==> src/tsc_pkg.sv <==
// Shared constants and types for the time-base and stamp counter block.
package tsc_pkg;

    localparam int NCH = 36;
    localparam int SEL_W = 6;
    localparam int NSTAMP = 6;
    localparam int INT_W = 17;
    localparam int FRAC_W = 10;
    localparam int ANT_DIV_W = 10;
    localparam int TEST_W = 19;

    localparam logic [7:0] OFS_EPOCH_DIV = 8'h0C;
    localparam logic [7:0] OFS_ANT_CTRL = 8'h18;
    localparam logic [7:0] OFS_EXT_CFG = 8'h1C;
    localparam logic [7:0] OFS_EXT_LIVE = 8'h20;
    localparam logic [7:0] OFS_EXT_HELD = 8'h24;
    localparam logic [7:0] OFS_TIME_LOW = 8'h28;
    localparam logic [7:0] OFS_TIME_HIGH = 8'h2C;
    localparam logic [7:0] OFS_STAMP_BASE = 8'h30;
    localparam logic [7:0] OFS_STAMP_LAST = 8'h5C;
    localparam logic [7:0] OFS_TEST = 8'h60;
    localparam logic [5:0] STAMP_WORD_BASE = 6'h0C;

    localparam int INT_LSB = 10;
    localparam int INT_MSB = 26;
    localparam int FRAC_MSB = 9;
    localparam int ANT_EN_BIT = 10;
    localparam int ANT_DIV_MSB = 9;
    localparam int LATCH_PPS_BIT = 3;
    localparam int LATCH_ME_BIT = 2;
    localparam int LATCH_EXT_BIT = 1;
    localparam int SRC_SEL_BIT = 0;
    localparam int EXT_CFG_MSB = 3;
    localparam int CODE2_LSB = 13;
    localparam int CODE1_LSB = 7;
    localparam int POS_BIT = 6;
    localparam int CHAN_LSB = 0;
    localparam logic [TEST_W-1:0] TEST_RESET = 19'h7_FFFF;

    localparam int STAMP_MEAS = 0;
    localparam int STAMP_SECOND = 1;
    localparam int STAMP_ANT = 2;
    localparam int STAMP_REAL = 3;
    localparam int STAMP_COMPLEX = 4;
    localparam int STAMP_AIDING = 5;

    typedef struct packed {
        logic wr;
        logic rd;
        logic [7:0] addr;
        logic [31:0] wdata;
    } bus_req_t;

    typedef struct packed {
        logic [2:0] i;
        logic [2:0] q;
    } sample_t;

    typedef struct packed {
        logic measurement_epoch;
        logic second_pulse;
        logic real_power;
        logic complex_power;
        logic aiding_trigger;
    } event_t;

    typedef struct packed {
        logic [1:0] sync1;
        logic [1:0] sync2;
        logic [1:0] prev;
        logic [EXT_CFG_MSB:0] ext_cfg;
        logic [31:0] ext_live;
        logic [31:0] ext_held;
        logic [63:0] time_cnt;
        logic [63:0] preset;
        logic preset_pend;
        logic ant_en;
        logic [ANT_DIV_W-1:0] ant_div;
        logic [ANT_DIV_W-1:0] ant_cnt;
        logic ant_pin;
        logic [INT_W-1:0] epoch_int;
        logic [FRAC_W-1:0] epoch_frac;
        logic [TEST_W-1:0] test;
        logic [1:0] code_a;
        logic [1:0] code_b;
        sample_t sig_out;
        logic [31:0] rdata;
        logic rd_mem;
    } tsc_state_t;

    localparam tsc_state_t TSC_RESET = '{test: TEST_RESET, default: '0};

    function automatic logic chan_valid(input logic [SEL_W-1:0] sel);
        chan_valid = (sel < SEL_W'(NCH));
    endfunction : chan_valid

endpackage : tsc_pkg

==> src/frac_divider.sv <==
// Fractional divider that makes the epoch clock tick from the core clock.
`timescale 1ns/10ps
`default_nettype none
module frac_divider
    import tsc_pkg::*;
#(
    parameter int IW = INT_W,
    parameter int FW = FRAC_W
)
(
    // Clock and reset
    input wire logic ref_clk,
    input wire logic rst_n,
    // Divisor settings
    input wire logic [IW-1:0] int_part,
    input wire logic [FW-1:0] frac_part,
    // Tick out
    output logic tick
);

    typedef struct packed {
        logic [IW-1:0] cnt;
        logic [FW-1:0] acc;
        logic tick;
    } div_state_t;

    div_state_t state_q;
    div_state_t state_d;
    logic [FW:0] acc_sum;

    assign acc_sum = {1'b0, state_q.acc} + {1'b0, frac_part};
    assign tick = state_q.tick;

    // New settings are sampled only when a period ends.
    always_comb
    begin
        state_d = state_q;
        state_d.tick = (state_q.cnt == '0);
        if (state_q.cnt == '0)
        begin
            state_d.acc = acc_sum[FW-1:0];
            state_d.cnt = int_part + IW'(acc_sum[FW]);
        end
        else
        begin
            state_d.cnt = state_q.cnt - IW'(1);
        end
    end

    always_ff @(posedge ref_clk or negedge rst_n)
    begin
        if (!rst_n)
            state_q <= '0;
        else
            state_q <= state_d;
    end

endmodule : frac_divider
`default_nettype wire

==> src/stamp_store.sv <==
// Small memory holding the time stamp pairs, with registered read data.
`timescale 1ns/10ps
`default_nettype none
module stamp_store
    import tsc_pkg::*;
#(
    parameter int N = NSTAMP,
    parameter int W = 32
)
(
    // Clock and reset
    input wire logic ref_clk,
    input wire logic rst_n,
    // Pair write
    input wire logic [N-1:0] we,
    input wire logic [2*W-1:0] wdata,
    // Word read
    input wire logic [3:0] raddr,
    output logic [W-1:0] rdata
);

    typedef struct packed {
        logic [2*N-1:0][W-1:0] mem;
        logic [W-1:0] rdata;
    } store_state_t;

    store_state_t state_q;
    store_state_t state_d;

    assign rdata = state_q.rdata;

    always_comb
    begin
        state_d = state_q;
        for (int k = 0; k < N; k++)
        begin
            if (we[k])
            begin
                state_d.mem[2*k] = wdata[W-1:0];
                state_d.mem[2*k+1] = wdata[2*W-1:W];
            end
        end
        state_d.rdata = (int'(raddr) < 2*N) ? state_q.mem[raddr] : '0;
    end

    always_ff @(posedge ref_clk or negedge rst_n)
    begin
        if (!rst_n)
            state_q <= '0;
        else
            state_q <= state_d;
    end

endmodule : stamp_store
`default_nettype wire

==> src/timebase_stamp_counter.sv <==
// Time-base counters, time stamps and test output selection.
//
// The implementer's own choices: the register offsets and the strobed register port.
`timescale 1ns/10ps
`default_nettype none
module timebase_stamp_counter
    import tsc_pkg::*;
#(
    parameter int CHANNELS = NCH
)
(
    // Clock and reset
    input wire logic ref_clk,
    input wire logic rst_n,
    // Register port
    input wire bus_req_t bus_req,
    output logic [31:0] rd_data,
    // Time-base events
    input wire event_t events,
    // External pins
    input wire logic external_count_pin,
    input wire logic external_core_pin,
    // Channel taps
    input wire logic [CHANNELS-1:0] chan_code,
    input wire logic [CHANNELS-1:0] chan_int_epoch,
    input wire sample_t [CHANNELS-1:0] sample_pre,
    input wire sample_t [CHANNELS-1:0] sample_post,
    // Output pins
    output logic antenna_epoch_out,
    output logic [1:0] code_test_pins_a,
    output logic [1:0] code_test_pins_b,
    output var sample_t sample_test_pins
);

    tsc_state_t state_q;
    tsc_state_t state_d;
    logic epoch_tick;
    logic antenna_switch_epoch;
    logic count_rise;
    logic trig_rise;
    logic latch_now;
    logic stamp_read;
    logic [NSTAMP-1:0] stamp_we;
    logic [5:0] word_addr;
    logic [3:0] stamp_addr;
    logic [31:0] stamp_rdata;
    logic [SEL_W-1:0] code1_sel;
    logic [SEL_W-1:0] code2_sel;
    logic [SEL_W-1:0] chan_sel;

    frac_divider #(
        .IW(INT_W),
        .FW(FRAC_W)
    ) u_epoch_div (
        .ref_clk(ref_clk),
        .rst_n(rst_n),
        .int_part(state_q.epoch_int),
        .frac_part(state_q.epoch_frac),
        .tick(epoch_tick)
    );

    stamp_store #(
        .N(NSTAMP),
        .W(32)
    ) u_stamps (
        .ref_clk(ref_clk),
        .rst_n(rst_n),
        .we(stamp_we),
        .wdata(state_q.time_cnt),
        .raddr(stamp_addr),
        .rdata(stamp_rdata)
    );

    // Edges are taken from the second synchroniser stage only.
    assign count_rise = state_q.ext_cfg[SRC_SEL_BIT] ?
        (state_q.sync2[1] && !state_q.prev[1]) :
        (state_q.sync2[0] && !state_q.prev[0]);
    assign trig_rise = state_q.sync2[1] && !state_q.prev[1];
    assign latch_now =
        (events.second_pulse && state_q.ext_cfg[LATCH_PPS_BIT]) ||
        (events.measurement_epoch && state_q.ext_cfg[LATCH_ME_BIT]) ||
        (trig_rise && state_q.ext_cfg[LATCH_EXT_BIT]);

    assign antenna_switch_epoch = epoch_tick && (state_q.ant_cnt == '0);

    always_comb
    begin
        stamp_we = '0;
        stamp_we[STAMP_MEAS] = events.measurement_epoch;
        stamp_we[STAMP_SECOND] = events.second_pulse;
        stamp_we[STAMP_ANT] = antenna_switch_epoch;
        stamp_we[STAMP_REAL] = events.real_power;
        stamp_we[STAMP_COMPLEX] = events.complex_power;
        stamp_we[STAMP_AIDING] = events.aiding_trigger;
    end

    assign word_addr = bus_req.addr[7:2] - STAMP_WORD_BASE;
    assign stamp_addr = word_addr[3:0];
    assign stamp_read = (bus_req.addr >= OFS_STAMP_BASE) &&
        (bus_req.addr <= OFS_STAMP_LAST) && (bus_req.addr[1:0] == 2'b00);

    assign code1_sel = state_q.test[CODE1_LSB +: SEL_W];
    assign code2_sel = state_q.test[CODE2_LSB +: SEL_W];
    assign chan_sel = state_q.test[CHAN_LSB +: SEL_W];

    assign rd_data = state_q.rd_mem ? stamp_rdata : state_q.rdata;
    assign antenna_epoch_out = state_q.ant_pin;
    assign code_test_pins_a = state_q.code_a;
    assign code_test_pins_b = state_q.code_b;
    assign sample_test_pins = state_q.sig_out;

    always_comb
    begin
        state_d = state_q;
        state_d.sync1 = {external_core_pin, external_count_pin};
        state_d.sync2 = state_q.sync1;
        state_d.prev = state_q.sync2;

        if (count_rise)
            state_d.ext_live = state_q.ext_live + 32'h0000_0001;
        if (latch_now)
            state_d.ext_held = state_q.ext_live;

        // A preset pending at the measurement epoch replaces the count.
        state_d.time_cnt = state_q.time_cnt + 64'h0000_0000_0000_0001;
        if (events.measurement_epoch && state_q.preset_pend)
        begin
            state_d.time_cnt = state_q.preset;
            state_d.preset_pend = 1'b0;
        end

        if (epoch_tick)
        begin
            if (state_q.ant_cnt == '0)
                state_d.ant_cnt = state_q.ant_div;
            else
                state_d.ant_cnt = state_q.ant_cnt - ANT_DIV_W'(1);
        end
        state_d.ant_pin = antenna_switch_epoch && state_q.ant_en;

        // A write to OFS_TIME_LOW or OFS_TIME_HIGH that meets the epoch keeps the preset pending.
        if (bus_req.wr)
        begin
            case (bus_req.addr)
                OFS_EPOCH_DIV:
                begin
                    state_d.epoch_int = bus_req.wdata[INT_MSB:INT_LSB];
                    state_d.epoch_frac = bus_req.wdata[FRAC_MSB:0];
                end
                OFS_ANT_CTRL:
                begin
                    state_d.ant_en = bus_req.wdata[ANT_EN_BIT];
                    state_d.ant_div = bus_req.wdata[ANT_DIV_MSB:0];
                end
                OFS_EXT_CFG:
                    state_d.ext_cfg = bus_req.wdata[EXT_CFG_MSB:0];
                OFS_TIME_LOW:
                begin
                    state_d.preset[31:0] = bus_req.wdata;
                    state_d.preset_pend = 1'b1;
                end
                OFS_TIME_HIGH:
                begin
                    state_d.preset[63:32] = bus_req.wdata;
                    state_d.preset_pend = 1'b1;
                end
                OFS_TEST:
                    state_d.test = bus_req.wdata[TEST_W-1:0];
                default:
                    state_d.test = state_q.test;
            endcase
        end

        state_d.code_a = chan_valid(code1_sel) ?
            {chan_code[code1_sel], chan_int_epoch[code1_sel]} : 2'b00;
        state_d.code_b = chan_valid(code2_sel) ?
            {chan_code[code2_sel], chan_int_epoch[code2_sel]} : 2'b00;
        if (!chan_valid(chan_sel))
            state_d.sig_out = '0;
        else if (state_q.test[POS_BIT])
            state_d.sig_out = sample_post[chan_sel];
        else
            state_d.sig_out = sample_pre[chan_sel];

        // Read data stand for one cycle only; unmapped reads give zero.
        state_d.rdata = '0;
        state_d.rd_mem = bus_req.rd && stamp_read;
        if (bus_req.rd)
        begin
            case (bus_req.addr)
                OFS_EPOCH_DIV:
                begin
                    state_d.rdata[INT_MSB:INT_LSB] = state_q.epoch_int;
                    state_d.rdata[FRAC_MSB:0] = state_q.epoch_frac;
                end
                OFS_ANT_CTRL:
                begin
                    state_d.rdata[ANT_EN_BIT] = state_q.ant_en;
                    state_d.rdata[ANT_DIV_MSB:0] = state_q.ant_div;
                end
                OFS_EXT_CFG:
                    state_d.rdata[EXT_CFG_MSB:0] = state_q.ext_cfg;
                OFS_EXT_LIVE:
                    state_d.rdata = state_q.ext_live;
                OFS_EXT_HELD:
                    state_d.rdata = state_q.ext_held;
                OFS_TIME_LOW:
                    state_d.rdata = state_q.time_cnt[31:0];
                OFS_TIME_HIGH:
                    state_d.rdata = state_q.time_cnt[63:32];
                OFS_TEST:
                    state_d.rdata[TEST_W-1:0] = state_q.test;
                default:
                    state_d.rdata = '0;
            endcase
        end
    end

    always_ff @(posedge ref_clk or negedge rst_n)
    begin
        if (!rst_n)
            state_q <= TSC_RESET;
        else
            state_q <= state_d;
    end
endmodule : timebase_stamp_counter
`default_nettype wire

==> config.mk <==
export PLATFORM = sky130hd
export DESIGN_NAME = timebase_stamp_counter
export DESIGN_NICKNAME = d
export VERILOG_FILES = /design/src/tsc_pkg.sv /design/src/frac_divider.sv /design/src/stamp_store.sv /design/src/timebase_stamp_counter.sv
export SDC_FILE = /design/constraint.sdc
export NUM_CORES = 1
export LEC_CHECK = 0
export BUFFER_PORTS_ARGS = -buffer_cell sky130_fd_sc_hd__buf_2
export CORE_ASPECT_RATIO = 0.6
export CORE_MARGIN = 2
export CORE_UTILIZATION = 55
export CTS_BUF_LIST = sky130_fd_sc_hd__clkbuf_4 sky130_fd_sc_hd__clkbuf_8 sky130_fd_sc_hd__clkbuf_16
export CTS_CLUSTER_SIZE = 14
export DETAILED_ROUTE_END_ITERATION = 10
export PLACE_DENSITY = 0.83
export SYNTH_ARGS = -nofsm -noshare
export SYNTH_HDL_FRONTEND = slang
export SYNTH_SLANG_ARGS = --single-unit
==> constraint.sdc <==
create_clock -name ref_clk -period 7.6 [get_ports ref_clk]
set_input_delay 1.52 -clock ref_clk [delete_from_list [all_inputs] [get_ports ref_clk]]
set_output_delay 1.52 -clock ref_clk [all_outputs]
set_load 0.02 [all_outputs]
**Word-level counts from Yosys, hierarchy flattened**

Index checks and enable logic that the tools add are counted.

- $add $sub $neg: 7
- Magnitude comparators: 10
- Equal/unequal tests: 8
- Mux-type cells: 34
- Reduce and logical (&&, ||, !) cells: 25

Operator list:

| cell | count |
|---|---|
| binary-select mux 32 bit (select 4 bit) | 1 |
| 2-to-1 mux 32 bit | 4 |
| binary-select mux 6 bit (select 6 bit) | 2 |
| adder 64 x 1 -> 64 bit, second input constant | 1 |
| 2-to-1 mux 64 bit | 1 |
| one-hot mux 7 bit (7 select lines) | 1 |
| one-hot mux 8 bit (6 select lines) | 1 |
| one-hot mux 8 bit (5 select lines) | 1 |
| adder 32 x 1 -> 32 bit, second input constant | 1 |
| == test 8 x 6 -> 1 bit, second input constant | 4 |
| one-hot mux 4 bit (8 select lines) | 1 |
| binary-select mux 1 bit (select 6 bit) | 4 |
| 2-to-1 mux 6 bit | 4 |
| < comparator 6 x 7 -> 1 bit, second input constant | 3 |
| one-hot mux 5 bit (4 select lines) | 1 |
| < comparator 6 bit, second input constant | 3 |
| adder 17 x 1 -> 17 bit | 1 |
| zero test 17 bit | 1 |
| 2-to-1 mux 17 bit | 1 |
| subtractor 17 x 1 -> 17 bit, second input constant | 1 |
| == test 8 x 5 -> 1 bit, second input constant | 2 |
| 2-to-1 mux 12 bit | 1 |
| AND reduction 2 bit | 6 |
| adder 10 x 10 -> 11 bit | 1 |
| other kinds (18) | 37 |

- Register bits: 758
- Output and inout port bits: 43

**Longest topological paths before layout**

- Word-level depth: 4
- Gate-level depth with buffers: 16
- Mapped depth without buffers: 16

**Cells and area by module**

Synthesis repeated with hierarchy kept, for this count alone.

- Cell total of the unflattened synthesis: 3018
- Area, all modules: 39684.3 µm²

Modules (own cells, without submodules):

| module | instances | cells each | area each (µm²) | seq. area each (µm²) |
|---|---|---|---|---|
| timebase_stamp_counter | 1 | 1696 | 19457.4 | 7881.3 |
| stamp_store | 1 | 1101 | 18171.2 | 10410.0 |
| frac_divider | 1 | 221 | 2055.7 | 700.7 |

**Least setup slack after synthesis**

Ideal clock, no wire load.

- Path kind: input -> register
- Start point: input bus_req[36] (netlist name)
- End point: register state_q[1] (netlist name)
- Data arrival time: 3520 ps
- Slack: 3941 ps
- Cell stages on the path: 9
- Path buffers: 3
- Cell sequence: clkbuf_1 clkbuf_1 inv_1 ha_1 and2_1 clkbuf_1 or4_1 o21ai_0 a31oi_1

RTL lines:

| what | RTL line | source |
|---|---|---|
| start: declaration | timebase_stamp_counter.sv:16 | `input wire bus_req_t bus_req,` |
| end signal: assignment | timebase_stamp_counter.sv:224 | `state_q <= state_d;` |
| end: declaration | timebase_stamp_counter.sv:35 | `tsc_state_t state_q;` |

**Final worst setup path**

- Start point: input bus_req[35] (netlist name)
- End point: register state_q[113] (netlist name)

- Cells in the longest elaborated chain, start to end: 2

Ends and longest elaborated chain:

| what | RTL line | source |
|---|---|---|
| == test 8 x 6 -> 1 bit | timebase_stamp_counter.sv:144 | `case (bus_req.addr)` |
| AND reduction 2 bit (no line) | - |  |

Every way passes these cells.
A chain may end at the register's enable or synchronous reset.

==> flow_summary.html <==
<table>
<tr><th>Metric</th><th>Value</th></tr>
<tr><th colspan="2">Status</th></tr>
<tr><td>Run status</td><td>complete, no violations</td></tr>
<tr><th colspan="2">Hold path</th></tr>
<tr><td>Start point of the worst hold path</td><td>state_d[310]</td></tr>
<tr><td>Cells on Worst Hold Path</td><td>0</td></tr>
<tr><td>Terminating pin of the worst hold path</td><td>state_d[308]</td></tr>
<tr><td>Min-delay worst type</td><td>reg2reg</td></tr>
<tr><th colspan="2">Critical path</th></tr>
<tr><td>Crit Path Max Fanout</td><td>50</td></tr>
<tr><td>Origin of the critical flop-to-flop path</td><td>chan_sel[0]</td></tr>
<tr><td>Startpoint types</td><td>primary input</td></tr>
<tr><td>CP arrival</td><td>5.18 ns</td></tr>
<tr><td>Worst-case reg-to-reg path depth</td><td>6</td></tr>
<tr><td>Kind of critical path</td><td>in2reg</td></tr>
<tr><td>Endpoint class of the critical path</td><td>flop</td></tr>
<tr><td>Reg-to-reg critical path endpoint</td><td>sample_test_pins[3]</td></tr>
<tr><td>Required time of the critical path</td><td>8.09 ns</td></tr>
<tr><td>Setup slack of the worst register-to-register path</td><td>~3.8 ns</td></tr>
<tr><th colspan="2">Global route</th></tr>
<tr><td>All-layer global routing usage</td><td>between 30% and 40%</td></tr>
<tr><td>Wire length of the first global-routing pass</td><td>between 150 and 200 mm</td></tr>
<tr><td>Antenna violations before repair</td><td>33</td></tr>
<tr><td>Pin count of the biggest net entering global routing</td><td>184</td></tr>
<tr><td>Total grt overflow</td><td>0</td></tr>
<tr><td>Via count of the first global-routing pass</td><td>roughly 28000</td></tr>
<tr><th colspan="2">Place</th></tr>
<tr><td>Port Buffer Count</td><td>about 600</td></tr>
<tr><td>Placement Cell Area</td><td>42400 sq um</td></tr>
<tr><td>Estimated wirelength of the detail-placed design</td><td>90.2 mm</td></tr>
<tr><td>Placed cell count</td><td>4206</td></tr>
<tr><td>Gpl congestion</td><td>1.01</td></tr>
<tr><th colspan="2">Timing</th></tr>
<tr><td>Worst hold margin</td><td>0.359 ns</td></tr>
<tr><td>Count of endpoints failing hold in the final timing report</td><td>0</td></tr>
<tr><td>Slew margin rel.</td><td>17.3%</td></tr>
<tr><td>Pin slew with the least headroom to its limit</td><td>around 1.2 ns</td></tr>
<tr><td>Summed negative setup slack over all endpoints</td><td>0 ns</td></tr>
<tr><td>Max Clock Freq</td><td>about 210 MHz</td></tr>
<tr><td>Setup repair after global routing missed its margin</td><td>no</td></tr>
<tr><td>Final Max Slew Viols</td><td>0</td></tr>
<tr><td>Endpoints failing setup</td><td>0</td></tr>
<tr><td>Tcrit/Tclk final</td><td>61.7%</td></tr>
<tr><td>Final critical delay including setup and external delays</td><td>between 4 and 5 ns</td></tr>
<tr><td>Clock tree skew after final layout</td><td>0.0363 ns</td></tr>
<tr><th colspan="2">Synthesis</th></tr>
<tr><td>Synthesized netlist net count</td><td>between 3000 and 4000</td></tr>
<tr><td>Area share of the leading cell type in the synthesized netlist</td><td>between 40% and 50%</td></tr>
<tr><td>Syn avg cell area</td><td>between 10 and 15 sq um</td></tr>
<tr><td>EDFF count, synth</td><td>0</td></tr>
<tr><td>Yosys warning total</td><td>0</td></tr>
<tr><td>Most instantiated cells after synthesis</td><td>dfrtp_1 (739), mux2_2 (606), mux4_2 (246), clkbuf_1 (175), nand2_1 (174)</td></tr>
<tr><td>#FFs+latches synth</td><td>roughly 760</td></tr>
<tr><td>Main flop type after synthesis</td><td>dfrtp_1</td></tr>
<tr><td>Asr flop ratio synth</td><td>100%</td></tr>
<tr><td>Number of cells produced by synthesis</td><td>2922</td></tr>
<tr><td>Cell accounting for the most synthesized area</td><td>dfrtp_1</td></tr>
<tr><td>Synth Cell Area</td><td>39100 sq um</td></tr>
<tr><td>Most area-consuming cells after synthesis</td><td>dfrtp_1 (47%), mux2_2 (17%), mux4_2 (14%)</td></tr>
<tr><td>Cell variety after synth</td><td>71</td></tr>
<tr><td>Sequential area share after synthesis</td><td>about 49%</td></tr>
<tr><td>Cell with the most instances after synthesis</td><td>dfrtp_1</td></tr>
<tr><th colspan="2">Final layout</th></tr>
<tr><td>Register area</td><td>approximately 19000 sq um</td></tr>
<tr><td>Layout Utilization</td><td>between 60% and 70%</td></tr>
<tr><td>Fillcell total</td><td>5246</td></tr>
<tr><td>Share of cells above drive strength 1</td><td>48.2%</td></tr>
<tr><td>Area Growth Syn to Fin</td><td>14.2%</td></tr>
<tr><td>Final layout net count</td><td>3930</td></tr>
<tr><td>Non-filler instance count after layout</td><td>4335</td></tr>
<tr><td>Post-route cell area</td><td>about 45000 sq um</td></tr>
<tr><td>Area of the multi-input gates</td><td>between 15000 and 20000 sq um</td></tr>
<tr><th colspan="2">Clock tree</th></tr>
<tr><td>Clock tree root buffer cell</td><td>clkbuf_16</td></tr>
<tr><td>Buffer depth of the longest clock path</td><td>3</td></tr>
<tr><td>Total CTS buffers</td><td>68</td></tr>
<tr><td>Clock-pin slew on the worst setup and hold paths</td><td>0.07 ns</td></tr>
<tr><td>Total number of H-tree levels</td><td>3</td></tr>
<tr><td>Total number of clock tree sinks</td><td>758</td></tr>
<tr><td>CTS tree</td><td>done</td></tr>
<tr><td>Gates resized, CTS repair</td><td>0</td></tr>
<tr><td>Clock network latency to the later pin of the worst-skew pair</td><td>between 0.6 and 0.7 ns</td></tr>
<tr><td>CTS Hold Bufs</td><td>0</td></tr>
<tr><td>Post-CTS setup repair buffer count</td><td>0</td></tr>
<tr><th colspan="2">Run</th></tr>
<tr><td>MaxCap Viol Count</td><td>0</td></tr>
<tr><th colspan="2">Die</th></tr>
<tr><td># IOs</td><td>598</td></tr>
<tr><td>Core Box Area</td><td>70100 sq um</td></tr>
<tr><td>Chip width</td><td>348 microns</td></tr>
<tr><td>Num rows</td><td>75</td></tr>
<tr><td>Initial standard-cell utilization of the core</td><td>55.8%</td></tr>
<tr><td>Area enclosed by the die boundary</td><td>73300 sq um</td></tr>
<tr><td>Die Y-Extent</td><td>210 microns</td></tr>
<tr><th colspan="2">Route</th></tr>
<tr><td>Routed via count</td><td>approximately 29000</td></tr>
<tr><td>Detailed Routing Iterations Pass 1</td><td>10</td></tr>
<tr><td>Total length of routed wires</td><td>126 mm</td></tr>
<tr><td>Detailed router's first-iteration violation count</td><td>about 3800</td></tr>
<tr><td>DRC errors left</td><td>0</td></tr>
<tr><td>Number of nets still failing antenna checks after routing</td><td>0</td></tr>
<tr><td>Mean routed wirelength per cell</td><td>29.0 microns</td></tr>
<tr><td>Via density</td><td>6.58</td></tr>
<tr><th colspan="2">Power</th></tr>
<tr><td>Leakage</td><td>roughly 20 nW</td></tr>
<tr><td>Worst VDD drop</td><td>226 uV</td></tr>
<tr><td>Pwr/cell area</td><td>between 200 and 250 nW/um^2</td></tr>
</table>
==> worst max path at each step <==
stage / from / slack [ns] / to
after CTS: bus_req[35] / 3.11 / state_q[113]
after global routing: bus_req[35] / 2.81 / state_q[139]
after global placement: bus_req[35] / 2.68 / state_q[141]
after detailed placement: bus_req[35] / 2.46 / state_q[113]
final: bus_req[35] / 2.91 / state_q[113]
after floorplan: bus_req[36] / 3.94 / state_q[1]
==> where the power goes <==
group          switching, mW  internal [mW]  total (mW)
clock network           1.52           1.89        3.41
registers              0.802           4.84        5.64
logic                  0.861           1.21        2.07
==> critical path, stage by stage <==
cell     delay [ns]
buf_4          0.58
nor2b_1        0.68
and3_1         0.90
nand2_2        0.90
mux2_2         0.57
==> flip-flops by register name (all words and copies together), names as in the netlist <==
register,cells
code2_sel,6
code_test_pins_a,2
sample_test_pins,6
antenna_epoch_out,1
chan_sel,6
u_stamps.state_q,384
u_stamps.rdata,32
u_epoch_div.tick,1
code1_sel,6
state_q,281
u_epoch_div.state_q,27
code_test_pins_b,2
state_d,4
==> metal layers <==
| layer | vias to the layer above | global-route usage [%] | routed length, microns |
|---|---|---|---|
| li1 | 11821 | - | - |
| met1 | 14748 | 47.4 | 50600 |
| met2 | 1643 | 47.5 | 53300 |
| met3 | 289 | 14.8 | 16500 |
| met4 | 28 | 12.8 | 5240 |
| met5 | - | 1.25 | 284 |
==> kinds of logic (layout without fill, tap and decap cells) <==
| logic type | after synthesis | after routing | synth area share [%] |
|---|---|---|---|
| AND/OR/NAND/NOR | 485 | 485 | 6.25 |
| XOR/XNOR | 120 | 120 | 2.69 |
| adder cells (fa/ha/maj) | 23 | 23 | 0.755 |
| multiplexers | 881 | 881 | 32.4 |
| AO/OA/AOI/OAI | 358 | 358 | 6.10 |
| flip-flops | 758 | 758 | 48.6 |
| buffers and inverters | 297 | 767 | 3.24 |
| other | 0 | 19 | 0 |
==> cell usage in the layout (no fill, tap or decap), drive strengths merged, types with 5 or more instances in the layout <==
master    n
nand4    25
a222oi   32
nand3b    5
xnor2    48
a22oi    75
and2     11
xor2     72
mux4    246
a211oi    9
a221oi    8
or4       9
o22ai    11
nor2     93
a21boi    8
a22o     17
or3       9
diode    19
o21ai    98
mux2    606
nand2   174
nor4      6
and3     32
nand2b    6
buf     632
ha       22
clkinv    6
clkbuf   98
inv      28
nor3     20
nor2b    17
nor3b     5
dfstp    19
a31oi    24
mux2i    29
nand3    48
dfrtp   739
and4      9
a21oi    56
or2       5
==> final cells by class <==
class,count,area share (%)
Clock buffer,98,4.54
Multi-Input combinational cell,1867,42.3
Antenna cell,19,0.107
Clock inverter,12,0.278
Inverter,25,0.210
Tap cell,924,2.59
Sequential cell,758,42.6
Timing Repair Buffer,632,7.44
==> through the flow <==
stage | setup slack, ns | power [mW]
final | 2.91 | 11.1
after floorplan | 3.94 | 6.88
after global routing | 2.81 | 11.6
after detailed placement | 2.46 | 7.71
after CTS | 3.11 | 11.1
after global placement | 2.68 | 7.57
(Power assumes the default switching activity.)
